`src/rtl/epo_regs.svh`:
```
`ifndef EPO_REGS_SVH
`define EPO_REGS_SVH
// Register byte offsets
`define EPO_OFS_CTRL       8'h00
`define EPO_OFS_RESOLUTION 8'h04
`define EPO_OFS_INDEX_POS  8'h08
`define EPO_OFS_POLES      8'h0C
`define EPO_OFS_GEAR_SRC   8'h10
`define EPO_OFS_POSITION   8'h14
`define EPO_OFS_FOLLOW_POS 8'h18
`define EPO_OFS_STATUS     8'h1C
// Control field positions
`define EPO_CTRL_CH_LSB    0
`define EPO_CTRL_FMT_LSB   4
`define EPO_CTRL_FOL_EN    6
`define EPO_CTRL_FFMT_LSB  7
`define EPO_CTRL_ADAPT_P2  9
// Reset values and gearing source limit
`define EPO_RST_CTRL       10'h000
`define EPO_RST_RESOLUTION 16'h1000
`define EPO_RST_INDEX_POS  16'h0000
`define EPO_RST_POLES      5'h02
`define EPO_RST_GEAR_SRC   3'h0
`define EPO_GEAR_SRC_MAX   3'h4
// Timing: clock rate and highest output signal frequency
`define EPO_CLK_KHZ        50000
`define EPO_MAX_OUT_KHZ    3000
`define EPO_QUAD_GAP       ((`EPO_CLK_KHZ + 4 * `EPO_MAX_OUT_KHZ - 1) / (4 * `EPO_MAX_OUT_KHZ))
`define EPO_PULSE_GAP      ((`EPO_CLK_KHZ + `EPO_MAX_OUT_KHZ - 1) / `EPO_MAX_OUT_KHZ)
`define EPO_PULSE_HI       ((`EPO_PULSE_GAP + 1) / 2)
`endif

```
`src/rtl/epo_pkg.sv`:
```
package epo_pkg;
  // Output and follower signal formats
  typedef enum logic [1:0] {EPO_FMT_QUAD, EPO_FMT_CWCCW, EPO_FMT_PDIR, EPO_FMT_RSVD} epo_fmt_t;
endpackage

```
`src/rtl/epo_top.sv`:
```
// The address map and the APB register port are this design's own decisions.
`timescale 1ns/1ps
`include "epo_regs.svh"
// Notes on behaviour
// - Shaft position from feedback leaves as quadrature, CW/CCW or pulse/direction signals.
// - Output resolution and index position are software settings.
// - Multispeed resolver above two poles still gives one index per mechanical turn.
// - Index location with a multispeed resolver is relative to startup position.
// - Backplane channel carries tracks A and B only, in quadrature.
// - Sub-D channels carry A, B in quadrature plus an index track.
// - No output channel toggles faster than 3 MHz.
// - Pulses per turn are programmable; A/B phase stays within 90 plus/minus 20 degrees.
// - Adapter output is logical channel three on port one, four otherwise.
// - In slave role, incoming pulses give commanded velocity and direction.
// - Gearing command source selects any of five feedback channels.
module epo_top
  import epo_pkg::*;
(
  input  wire logic        pclk,
  input  wire logic        presetn,
  input  wire logic        ce,
  input  wire logic        psel,
  input  wire logic        penable,
  input  wire logic        pwrite,
  input  wire logic [7:0]  paddr,
  input  wire logic [31:0] pwdata,
  output logic [31:0]      prdata,
  output logic             pready,
  output logic             pslverr,
  input  wire logic [15:0] fb_angle,
  input  wire logic        fb_valid,
  input  wire logic        follow_in_a,
  input  wire logic        follow_in_b,
  output logic             subd_pulse_out_ch_a,
  output logic             subd_pulse_out_ch_b,
  output logic             subd_pulse_out_ch_z,
  output logic             backplane_pulse_out_ch_a,
  output logic             backplane_pulse_out_ch_b,
  output logic             adapter_pulse_out_port1_a,
  output logic             adapter_pulse_out_port1_b,
  output logic             adapter_pulse_out_port1_z,
  output logic             adapter_pulse_out_port2_a,
  output logic             adapter_pulse_out_port2_b,
  output logic             adapter_pulse_out_port2_z,
  output logic             follow_step,
  output logic             follow_dir,
  output logic [2:0]       gearing_source_select
);

  localparam logic [4:0] QUAD_GAP = 5'(`EPO_QUAD_GAP);
  localparam logic [4:0] PULSE_GAP = 5'(`EPO_PULSE_GAP);
  localparam logic [4:0] PULSE_HI = 5'(`EPO_PULSE_HI);

  ////////////////////////////////////////////////////////////////////////////
  // Registers and APB slave
  logic [9:0]  ctrl_q;
  logic [15:0] res_q;
  logic [15:0] idx_q;
  logic [4:0]  poles_q;
  logic [2:0]  gear_q;
  logic [15:0] cnt_q;
  logic [31:0] fpos_q;
  logic        dir_q;
  logic        index_hit;
  logic        wr_en;
  logic        mapped;
  epo_fmt_t    fmt;
  epo_fmt_t    ffmt;

  assign fmt = epo_fmt_t'(ctrl_q[`EPO_CTRL_FMT_LSB +: 2]);
  assign ffmt = epo_fmt_t'(ctrl_q[`EPO_CTRL_FFMT_LSB +: 2]);
  assign wr_en = ce & psel & penable & pwrite & mapped;
  assign gearing_source_select = gear_q;

  // Address decode, shared by write enable and error answer
  function automatic logic addr_ok(input logic [7:0] a);
    addr_ok = (a[1:0] == 2'h0) && (a <= `EPO_OFS_STATUS);
  endfunction

  // Slave answers in the first access cycle unless frozen
  assign mapped = addr_ok(paddr);
  assign pready = ce;
  assign pslverr = psel & penable & ~mapped;

  // Software writes
  always_ff @(posedge pclk or negedge presetn) begin
    if (!presetn) begin
      ctrl_q  <= `EPO_RST_CTRL;
      res_q   <= `EPO_RST_RESOLUTION;
      idx_q   <= `EPO_RST_INDEX_POS;
      poles_q <= `EPO_RST_POLES;
      gear_q  <= `EPO_RST_GEAR_SRC;
    end else if (wr_en) begin
      case (paddr)
        `EPO_OFS_CTRL:       ctrl_q <= pwdata[9:0];
        `EPO_OFS_RESOLUTION: if (pwdata[15:0] != 16'h0000) res_q <= pwdata[15:0];
        `EPO_OFS_INDEX_POS:  idx_q <= pwdata[15:0];
        `EPO_OFS_POLES:      poles_q <= pwdata[4:0];
        `EPO_OFS_GEAR_SRC:   if (pwdata[2:0] <= `EPO_GEAR_SRC_MAX) gear_q <= pwdata[2:0];
        default: ;
      endcase
    end
  end

  // Read data captured in the setup cycle
  always_ff @(posedge pclk or negedge presetn) begin
    if (!presetn) begin
      prdata <= 32'h0000_0000;
    end else if (ce && psel && !penable) begin
      case (paddr)
        `EPO_OFS_CTRL:       prdata <= {22'h0, ctrl_q};
        `EPO_OFS_RESOLUTION: prdata <= {16'h0, res_q};
        `EPO_OFS_INDEX_POS:  prdata <= {16'h0, idx_q};
        `EPO_OFS_POLES:      prdata <= {27'h0, poles_q};
        `EPO_OFS_GEAR_SRC:   prdata <= {29'h0, gear_q};
        `EPO_OFS_POSITION:   prdata <= {16'h0, cnt_q};
        `EPO_OFS_FOLLOW_POS: prdata <= fpos_q;
        `EPO_OFS_STATUS:     prdata <= {29'h0, index_hit, follow_dir, dir_q};
        default:             prdata <= 32'h0000_0000;
      endcase
    end
  end

  ////////////////////////////////////////////////////////////////////////////
  // Feedback angle to output steps
  logic [15:0]        last_q;
  logic               primed_q;
  logic signed [39:0] frac_q;
  logic signed [39:0] add;
  logic signed [39:0] thr;
  logic signed [39:0] wdelta;
  logic signed [39:0] wres;
  logic [3:0]         pairs;
  logic [15:0]        delta;
  logic [4:0]         gap_q;
  logic               run;
  logic               step_up;
  logic               step_dn;
  logic               step;

  assign run = ctrl_q[`EPO_CTRL_CH_LSB +: 4] != 4'h0;
  // Electrical turns per mechanical turn scale the threshold
  assign pairs = (poles_q[4:1] == 4'h0) ? 4'h1 : poles_q[4:1];
  assign thr = {20'h0, pairs, 16'h0000};
  assign delta = fb_angle - last_q;
  assign wdelta = {{24{delta[15]}}, delta};
  assign wres = {24'h0, res_q};
  assign add = (fb_valid && primed_q) ? wdelta * wres : 40'sh0;
  assign step_up = run && (gap_q == 5'h00) && (frac_q >= thr);
  assign step_dn = run && (gap_q == 5'h00) && (frac_q <= -thr);
  assign step = step_up | step_dn;

  // Phase accumulator; first sample only primes, so zero is the startup angle
  always_ff @(posedge pclk or negedge presetn) begin
    if (!presetn) begin
      last_q   <= 16'h0000;
      primed_q <= 1'b0;
      frac_q   <= 40'sh0;
    end else if (ce) begin
      if (fb_valid) begin
        last_q   <= fb_angle;
        primed_q <= 1'b1;
      end
      frac_q <= frac_q + add - (step_up ? thr : 40'sh0) + (step_dn ? thr : 40'sh0);
    end
  end

  // Step spacing keeps every track at or below the frequency limit
  always_ff @(posedge pclk or negedge presetn) begin
    if (!presetn) begin
      gap_q <= 5'h00;
    end else if (ce) begin
      if (step) begin
        gap_q <= ((fmt == EPO_FMT_QUAD) ? QUAD_GAP : PULSE_GAP) - 5'h01;
      end else if (gap_q != 5'h00) begin
        gap_q <= gap_q - 5'h01;
      end
    end
  end

  // Position modulo resolution; counts a mechanical turn from startup
  always_ff @(posedge pclk or negedge presetn) begin
    if (!presetn) begin
      cnt_q <= 16'h0000;
      dir_q <= 1'b0;
    end else if (ce) begin
      if (step_up) begin
        cnt_q <= (cnt_q >= res_q - 16'h0001) ? 16'h0000 : cnt_q + 16'h0001;
        dir_q <= 1'b0;
      end else if (step_dn) begin
        cnt_q <= (cnt_q == 16'h0000 || cnt_q >= res_q) ? res_q - 16'h0001 : cnt_q - 16'h0001;
        dir_q <= 1'b1;
      end else if (cnt_q >= res_q) begin
        cnt_q <= 16'h0000;
      end
    end
  end

  ////////////////////////////////////////////////////////////////////////////
  // Track generation
  logic [1:0] qs_q;
  logic [4:0] phi_q;
  logic       trk_a;
  logic       trk_b;
  logic [3:0] ch_a_q;
  logic [3:0] ch_b_q;
  logic [3:0] ch_z_q;
  logic [3:0] ch_on;

  // Quadrature state counter; gray decode gives A leading B upward
  always_ff @(posedge pclk or negedge presetn) begin
    if (!presetn) begin
      qs_q  <= 2'h0;
      phi_q <= 5'h00;
    end else if (ce) begin
      if (step_up) qs_q <= qs_q + 2'h1;
      else if (step_dn) qs_q <= qs_q - 2'h1;
      if (step) phi_q <= PULSE_HI;
      else if (phi_q != 5'h00) phi_q <= phi_q - 5'h01;
    end
  end

  // Format selection for the two tracks
  always_comb begin
    case (fmt)
      EPO_FMT_CWCCW: begin
        trk_a = (phi_q != 5'h00) & ~dir_q;
        trk_b = (phi_q != 5'h00) & dir_q;
      end
      EPO_FMT_PDIR: begin
        trk_a = phi_q != 5'h00;
        trk_b = dir_q;
      end
      default: begin
        trk_a = qs_q[1] ^ qs_q[0];
        trk_b = qs_q[1];
      end
    endcase
  end

  // Index in the quadrature state at the set position; decoded from the position
  // count, which steps in the same cycle as the tracks, so the channel register keeps it aligned with A and B
  assign index_hit = (fmt == EPO_FMT_QUAD) && run && (cnt_q == idx_q);

  // Channel enables; adapter placement picks logical channel three or four
  assign ch_on = {ctrl_q[3] & ctrl_q[`EPO_CTRL_ADAPT_P2],
                  ctrl_q[2] & ~ctrl_q[`EPO_CTRL_ADAPT_P2],
                  ctrl_q[1:0]};

  // Registered channel outputs
  for (genvar i = 0; i < 4; i++) begin : g_ch
    always_ff @(posedge pclk or negedge presetn) begin
      if (!presetn) begin
        ch_a_q[i] <= 1'b0;
        ch_b_q[i] <= 1'b0;
        ch_z_q[i] <= 1'b0;
      end else if (ce) begin
        ch_a_q[i] <= ch_on[i] & trk_a;
        ch_b_q[i] <= ch_on[i] & trk_b;
        ch_z_q[i] <= ch_on[i] & index_hit & (i != 1);
      end
    end
  end

  assign subd_pulse_out_ch_a = ch_a_q[0];
  assign subd_pulse_out_ch_b = ch_b_q[0];
  assign subd_pulse_out_ch_z = ch_z_q[0];
  assign backplane_pulse_out_ch_a = ch_a_q[1];
  assign backplane_pulse_out_ch_b = ch_b_q[1];
  assign adapter_pulse_out_port1_a = ch_a_q[2];
  assign adapter_pulse_out_port1_b = ch_b_q[2];
  assign adapter_pulse_out_port1_z = ch_z_q[2];
  assign adapter_pulse_out_port2_a = ch_a_q[3];
  assign adapter_pulse_out_port2_b = ch_b_q[3];
  assign adapter_pulse_out_port2_z = ch_z_q[3];

  ////////////////////////////////////////////////////////////////////////////
  // Follower input: synchronise, decode, count
  logic [1:0] s1_q;
  logic [1:0] s2_q;
  logic [1:0] s3_q;
  logic       f_up;
  logic       f_dn;

  // Two-flop synchroniser plus one history stage
  always_ff @(posedge pclk or negedge presetn) begin
    if (!presetn) begin
      s1_q <= 2'h0;
      s2_q <= 2'h0;
      s3_q <= 2'h0;
    end else if (ce) begin
      s1_q <= {follow_in_a, follow_in_b};
      s2_q <= s1_q;
      s3_q <= s2_q;
    end
  end

  // Decode one step from old and new track levels
  always_comb begin
    f_up = 1'b0;
    f_dn = 1'b0;
    case (ffmt)
      EPO_FMT_CWCCW: begin
        f_up = s2_q[1] & ~s3_q[1];
        f_dn = s2_q[0] & ~s3_q[0];
      end
      EPO_FMT_PDIR: begin
        f_up = s2_q[1] & ~s3_q[1] & ~s2_q[0];
        f_dn = s2_q[1] & ~s3_q[1] & s2_q[0];
      end
      default: begin
        f_up = (s3_q[1] != s2_q[1]) & (s3_q[0] == s2_q[0]) & (s2_q[1] != s2_q[0])
             | (s3_q[0] != s2_q[0]) & (s3_q[1] == s2_q[1]) & (s2_q[0] == s2_q[1]);
        f_dn = (s3_q != s2_q) & (s3_q != ~s2_q) & ~f_up;
      end
    endcase
    f_up = f_up & ctrl_q[`EPO_CTRL_FOL_EN];
    f_dn = f_dn & ctrl_q[`EPO_CTRL_FOL_EN];
  end

  // Commanded position, step strobe and direction
  always_ff @(posedge pclk or negedge presetn) begin
    if (!presetn) begin
      fpos_q      <= 32'h0000_0000;
      follow_step <= 1'b0;
      follow_dir  <= 1'b0;
    end else if (ce) begin
      follow_step <= f_up | f_dn;
      if (f_up) begin
        fpos_q     <= fpos_q + 32'h0000_0001;
        follow_dir <= 1'b0;
      end else if (f_dn) begin
        fpos_q     <= fpos_q - 32'h0000_0001;
        follow_dir <= 1'b1;
      end
    end
  end
endmodule

```
`config.mk`:
```
export PLATFORM = sky130hd
export DESIGN_NAME = epo_top
export DESIGN_NICKNAME = d
export VERILOG_FILES = /design/src/rtl/epo_pkg.sv /design/src/rtl/epo_top.sv
export VERILOG_INCLUDE_DIRS = /design/src /design/src/rtl
export SDC_FILE = /design/constraint.sdc
export NUM_CORES = 1
export LEC_CHECK = 0
export BUFFER_PORTS_ARGS = -buffer_cell sky130_fd_sc_hd__buf_2
export CAP_MARGIN = 0
export CORE_MARGIN = 4
export CORE_UTILIZATION = 55
export DETAILED_ROUTE_END_ITERATION = 10
export MAX_ROUTING_LAYER = met4
export PLACE_DENSITY = 0.81
export SLEW_MARGIN = 30
export SYNTH_ARGS = -nofsm -noshare
export SYNTH_HDL_FRONTEND = slang
export SYNTH_SLANG_ARGS = --single-unit
export TNS_END_PERCENT = 10
```
`constraint.sdc`:
```
create_clock -name pclk -period 13.2 [get_ports pclk]
set_input_delay 0.66 -clock pclk [delete_from_list [all_inputs] [get_ports pclk]]
set_output_delay 0.66 -clock pclk [all_outputs]
set_load 0.01 [all_outputs]
```
==> qor.yml, run 1 <==
outcome:
  status: "finished clean"
pwr:
  leakage_uw: 0.0148
  p_int_uw: 2380
  switching_share_pct: 44.8
  p_seq_share_pct: 19.8
  pwr-share-comb_pct: 61.5
  ir_drop_mv: 0.131
  power_density_nw_per_um2: 153
  totalPowerFinal_uw: 4320
  power_switching_uw: 1940
  p_clk_share_pct: 18.6
synthesis:
  synth_commonest_cells: "inv_1, ha_1, nand2_1, dfrtp_1, fa_1"
  synth_area_leaders: "dfrtp_1, ha_1, fa_1"
  synth_top_cell_by_area: "dfrtp_1"
  synth-edff-count: 0
  synthArstFlopShare_pct: 100
  synth_area_um2: 26200
  synth_cell_types: 82
  postSynthCellCount: 2995
  seq_area_frac_synth_pct: 20.9
  yosys_warnings: 0
  yosysMostFrequentCell: "inv_1"
  syn_area_per_cell_um2: 8.76
  synth-seq-cells: 219
  synth_flop_cell: "dfrtp_1"
  synth_top_cell_area_share_pct: 20.7
sta:
  tns_ps: 0
  rsz0062_at_grt: "no"
  drv_slew: 0
  worst_slew_pin_slew_ps: 962
  min_period_over_period_pct: 91.6
  fmax_mhz: 82.7
  hold_viol: 0
  finClkSkew_ps: 13.7
  min_period_ps: 12090
  relSlewSlack_pct: 35.5
  setup_viol: 0
grt:
  overflow: 0
  grt_pass1_wl_um: 106000
  grt_max_degree: 100
  use_met3_pct: 3.28
  top_usage_layer: "met2"
  antenna_found_initial: 0
  grt_use_total_pct: 25.9
  grt_use_met2_pct: 41.9
  first_global_vias: 21300
  grtUsageMet1_pct: 34.5
clock_tree:
  path_clk_slew_ps: 60
  clock-root-buffer: "clkbuf_16"
  numCtsBuffers: 26
  clk_latency_ps: 580
  h-tree-depth: 1
  post_cts_buffers: 0
  cts_tree: "built"
  cts.path.max_buffers: 3
  ctsResizeCount: 0
  cts.sinks: 219
  cts_hold_buf: 0
route:
  drtIter0Drc: 1319
  wire_per_inst_um: 17.3
  ant_nets: 0
  post_drt_via_cell_ratio: 5.78
  firstDrtPassIters: 6
  drc_errors: 0
  routed-via-count: 21200
  wl_um: 63400
worst_setup_path:
  critical_path.top_delay_family: "adder cells"
  critPathLaunchType: "flip-flop"
  crit_slowest_cell: "fa_1"
  r2r_start: "last_q[0]"
  endpoint_kind: "flip-flop"
  critPathRequiredTime_ps: 13610
  timing.rr.end: "frac_q[38]"
  path_common_cell: "fa_1"
  cp_slowest_stage_delay_ps: 560
  worstPathArrival_ps: 12500
  r2r_cells: 45
  critPathMaxFanout: 9
  r2r_slack_ps: 1110
  cp_num_buf_inv: 6
  crit_type: "reg2reg"
cells_and_area:
  syn2layout_area_growth_pct: 7.81
  final_nets: 3655
  antennaDiodeCount: 0
  filler_cell_count: 4013
  layout-drive-gt1-share_pct: 9.72
floorplan:
  dieHeight_um: 226
  dieArea_um2: 51200
  fp.dieW_um: 226
  core_um2: 46900
  io_pins: 115
  rows: 79
  start_util_pct: 56.0
flow_run:
  maxCapViolCount: 0
placement:
  place_congestion: 0.940
  port_buffers: 98
  hpwl_um: 48300
hold_path:
  hold_path_class: "in2async"
-- worst register-to-register path, delay by kind of cell, from the launching register on --
kind	cells	cell delay, ps
buffers and inverters	6	560
XOR/XNOR	2	560
multiplexers	1	250
AO/OA/AOI/OAI	20	4270
flip-flops	1	380
adder cells (fa/ha/maj)	12	5440
AND/OR/NAND/NOR	4	480
-- layer usage --
layer,vias to the layer above,part of all wire [%],wire [µm]
li1,10000,-,-
met4,0,3.1,1980
met1,10300,43,27400
met5,-,0,0
met3,134,6.5,4130
met2,698,47,29900
-- layout make-up --
type	instances	area, µm²	area share (%)
Inverter	484	1820	6.43
Clock inverter	8	190	0.673
Sequential cell	219	5480	19.4
Timing Repair Buffer	133	766	2.71
Clock buffer	39	759	2.69
Tap cell	607	759	2.69
Multi-Input combinational cell	2172	18500	65.4
-- worst max-delay path by stage --
stage,start,endpoint,slack (ps),cells after the start
3_3_place_gp,fb_angle[0],frac_q[38],980,47
3_5_place_dp,fb_angle[0],frac_q[38],860,47
2_1_floorplan,fb_angle[0],frac_q[38],2360,46
6_report,last_q[0],frac_q[38],1110,45
4_1_cts,last_q[0],frac_q[38],1200,45
5_1_grt,last_q[0],frac_q[38],450,45
-- power groups by stage --
stage	registers (µW)	clock network (µW)	logic, µW
6_report	857	805	2660
3_3_place_gp	864	0	2530
4_1_cts	856	815	2630
2_1_floorplan	839	0	2050
5_1_grt	869	841	3000
3_5_place_dp	867	0	2590
-- layout by cell type, fill, tap and decap left out, drive strengths merged, types with 25 or more instances in the layout --
cell    instances
a21o           66
a21oi         131
and2          110
buf           133
clkbuf         39
dfrtp         217
fa            205
ha            349
inv           484
mux2           83
mux2i          29
nand2         347
nand3          34
nand4          25
nor2          112
nor3           36
o21ai         159
xnor2         107
xor2           40
-- metrics by stage --
stage	instances	setup WS, ps	instance area [µm²]	hold WS (ps)	util (%)
after floorplan	2999	2360	26200	364	-
after global placement	3615	979	27300	460	58.3
after detailed placement	3615	858	27300	460	58.3
after CTS	3662	1200	28300	149	60.3
after global routing	3662	447	28300	187	60.3
final	3662	1110	28300	119	60.3
-- sequential cells by signal (all words and copies together), names as in the netlist, 2 cells and up --
register,flops
res_q,16
idx_q,16
gap_q,5
ctrl_q,10
poles_q,5
fpos_q,32
last_q,16
phi_q,5
s1_q,2
gearing_source_select,3
s3_q,2
cnt_q,16
frac_q,40
qs_q,2
s2_q,2
prdata,32
-- logic make-up (layout without fill, tap and decap cells) --
family / count (synthesis) / count (layout) / synth area share [%]
XOR/XNOR: 147 / 147 / 4.91
AND/OR/NAND/NOR: 793 / 793 / 14.5
adder cells (fa/ha/maj): 554 / 554 / 32.3
flip-flops: 219 / 219 / 20.9
multiplexers: 113 / 113 / 4.77
buffers and inverters: 608 / 664 / 8.77
AO/OA/AOI/OAI: 560 / 560 / 13.8
other: 1 / 5 / 0.0143
Power figures use the tool's default switching activity.
==> run 2: changes to the inputs <==
Settings changed: BUFFER_PORTS_ARGS -buffer_cell sky130_fd_sc_hd__buf_2 to not set, CAP_MARGIN 0 to 30, DONT_BUFFER_PORTS set to 1, PLACE_DENSITY 0.81 to 0.79.
==> qor.yml, run 2 (synthesis gave the netlist of run 1 again) <==
pwr:
  switching_share_pct: 45.2  # was 44.8%
  leakage_uw: 0.0143  # was 0.0148 µW
  ir_drop_mv: 0.140  # was 0.131 mV
  totalPowerFinal_uw: 4270  # was 4320 µW
  p_int_uw: 2340  # was 2380 µW
  power_switching_uw: 1930  # was 1940 µW
  p_seq_share_pct: 20.1  # was 19.8%
  p_clk_share_pct: 17.6  # was 18.6%
  power_density_nw_per_um2: 154  # was 153 nW/µm²
  pwr-share-comb_pct: 62.3  # was 61.5%
grt:
  grt_max_degree: 218  # was 100
  grt_use_total_pct: 26.5  # was 25.9%
  overflow: 0  # unchanged
  antenna_found_initial: 0  # unchanged
  first_global_vias: 21900  # was 21,300
  grt_pass1_wl_um: 108000  # was 106,000 µm
sta:
  worst_slew_pin_slew_ps: 1030  # was 962 ps
  min_period_over_period_pct: 89.3  # was 91.6%
  drv_slew: 0  # unchanged
  hold_viol: 0  # unchanged
  finClkSkew_ps: 15.8  # was 13.7 ps
  setup_viol: 0  # unchanged
  rsz0062_at_grt: "no"  # unchanged
  fmax_mhz: 84.8  # was 82.7 MHz
  relSlewSlack_pct: 31.6  # was 35.5%
  min_period_ps: 11790  # was 12,090 ps
  tns_ps: 0  # unchanged
floorplan:
  core_um2: 46900  # unchanged
  start_util_pct: 56.0  # unchanged
  dieHeight_um: 226  # unchanged
  fp.dieW_um: 226  # unchanged
  dieArea_um2: 51200  # unchanged
  io_pins: 115  # unchanged
  rows: 79  # unchanged
cells_and_area:
  final_nets: 3556  # was 3,655
  filler_cell_count: 4027  # was 4,013
  final_cell_mix: "inv_1, ha_1, nand2_1"  # unchanged
  final_common_cell: "inv_1"  # unchanged
  layout-drive-gt1-share_pct: 6.73  # was 9.72%
  top_regs: "frac_q (40), fpos_q (32), prdata (32)"  # unchanged
  largest_register: "frac_q"  # unchanged
  syn2layout_area_growth_pct: 5.74  # was 7.81%
  antennaDiodeCount: 0  # unchanged
  largest_reg_flops: 40  # unchanged
route:
  firstDrtPassIters: 5  # was 6
  drc_errors: 0  # unchanged
  drtIter0Drc: 1211  # was 1,319
  wire_per_inst_um: 18.5  # was 17.3 µm
  post_drt_via_cell_ratio: 5.93  # was 5.78
  ant_nets: 0  # unchanged
  wl_um: 66000  # was 63,400 µm
  routed-via-count: 21100  # was 21,200
clock_tree:
  path_clk_slew_ps: 60  # about the same
  post_cts_buffers: 0  # unchanged
  numCtsBuffers: 25  # was 26
  cts.sinks: 219  # unchanged
  ctsResizeCount: 0  # unchanged
  cts_hold_buf: 2  # was 0
  cts.path.max_buffers: 3  # unchanged
  h-tree-depth: 1  # unchanged
  clk_latency_ps: 550  # was 580 ps
  cts_tree: "built"  # unchanged
  clock-root-buffer: "clkbuf_16"  # unchanged
worst_setup_path:
  r2r_start: "last_q[0]"  # unchanged
  r2r_cells: 46  # was 45
  crit_type: "reg2reg"  # unchanged
  critPathRequiredTime_ps: 13600  # was 13,610 ps
  critPathMaxFanout: 16  # was 9
  path_common_cell: "fa_1"  # unchanged
  critical_path.top_delay_family: "adder cells"  # unchanged
  cp_num_buf_inv: 7  # was 6
  timing.rr.end: "frac_q[38]"  # unchanged
  endpoint_kind: "flip-flop"  # unchanged
  critPathLaunchType: "flip-flop"  # unchanged
  crit_start: "last_q[0]"  # unchanged
  cp.depth: 46  # was 45
  crit_slowest_cell: "fa_1"  # unchanged
  cp_slowest_stage_delay_ps: 560  # about the same
  r2r_slack_ps: 1410  # was 1110 ps
  worstPathArrival_ps: 12200  # was 12,500 ps
placement:
  hpwl_um: 50500  # was 48,300 µm
  port_buffers: 0  # was 98
  place_congestion: 0.930  # was 0.940
outcome:
  status: "finished clean"  # unchanged
hold_path:
  hold_path_class: "in2async"  # unchanged
flow_run:
  maxCapViolCount: 0  # unchanged
[run 2: cell types whose count changed in the layout (fill, tap and decap cells not counted), moves of 2 or more]
cell and change:
buf_2 -96, buf_4 -4, clkbuf_1 -4, clkinvlp_4 +3
inv_6 +3, buf_16 +2, clkbuf_8 -2
[run 2: metal layers]
| metal | track usage [%] | vias to the layer above | wire (µm) |
|---|---|---|---|
| li1 | - | 9846 | - |
| met1 | 32.8 | 10400 | 26800 |
| met2 | 44.1 | 750 | 31900 |
| met3 | 4.27 | 176 | 4660 |
| met4 | 10.0 | 0 | 2710 |
| met5 | - | - | 0 |
[run 2: how the worst max path moves through the flow]
stage,to
after detailed placement,frac_q[38]
final,frac_q[38]
after global routing,frac_q[39]
after floorplan,frac_q[38]
after global placement,frac_q[38]
after CTS,frac_q[38]
[run 2: power by group through the flow]
stage / Clock [µW] / Sequential [µW] / Combinational (µW)
detailed placement: 0 / 869 / 2590
finish: 752 / 860 / 2660
global route: 795 / 872 / 2980
global placement: 0 / 865 / 2490
floorplan: 0 / 839 / 2050
CTS: 765 / 858 / 2640
[run 2: through the flow]
step / hold WS (ps) / instances / area [µm²] / setup WS (ps) / utilization (%)
floorplan: 364 / 2999 / 26200 / 2360 / -
global route: 33.1 / 3562 / 27700 / 827 / 59.2
global placement: 371 / 3514 / 26800 / 1250 / 57.2
finish: 1.72 / 3562 / 27700 / 1410 / 59.2
detailed placement: 370 / 3514 / 26800 / 1180 / 57.2
CTS: 195 / 3561 / 27700 / 1450 / 59.1
[run 2: final cells by class]
class                   count  area [µm²]  share of cell area [%]
multi-input cells        2172       18500                    66.7
flip-flops and latches    219        5480                    19.8
inverters                 484        1820                    6.55
well taps                 607         759                    2.74
clock buffers              32         692                    2.50
repair buffers             35         305                    1.10
clock inverters            13         184                   0.663
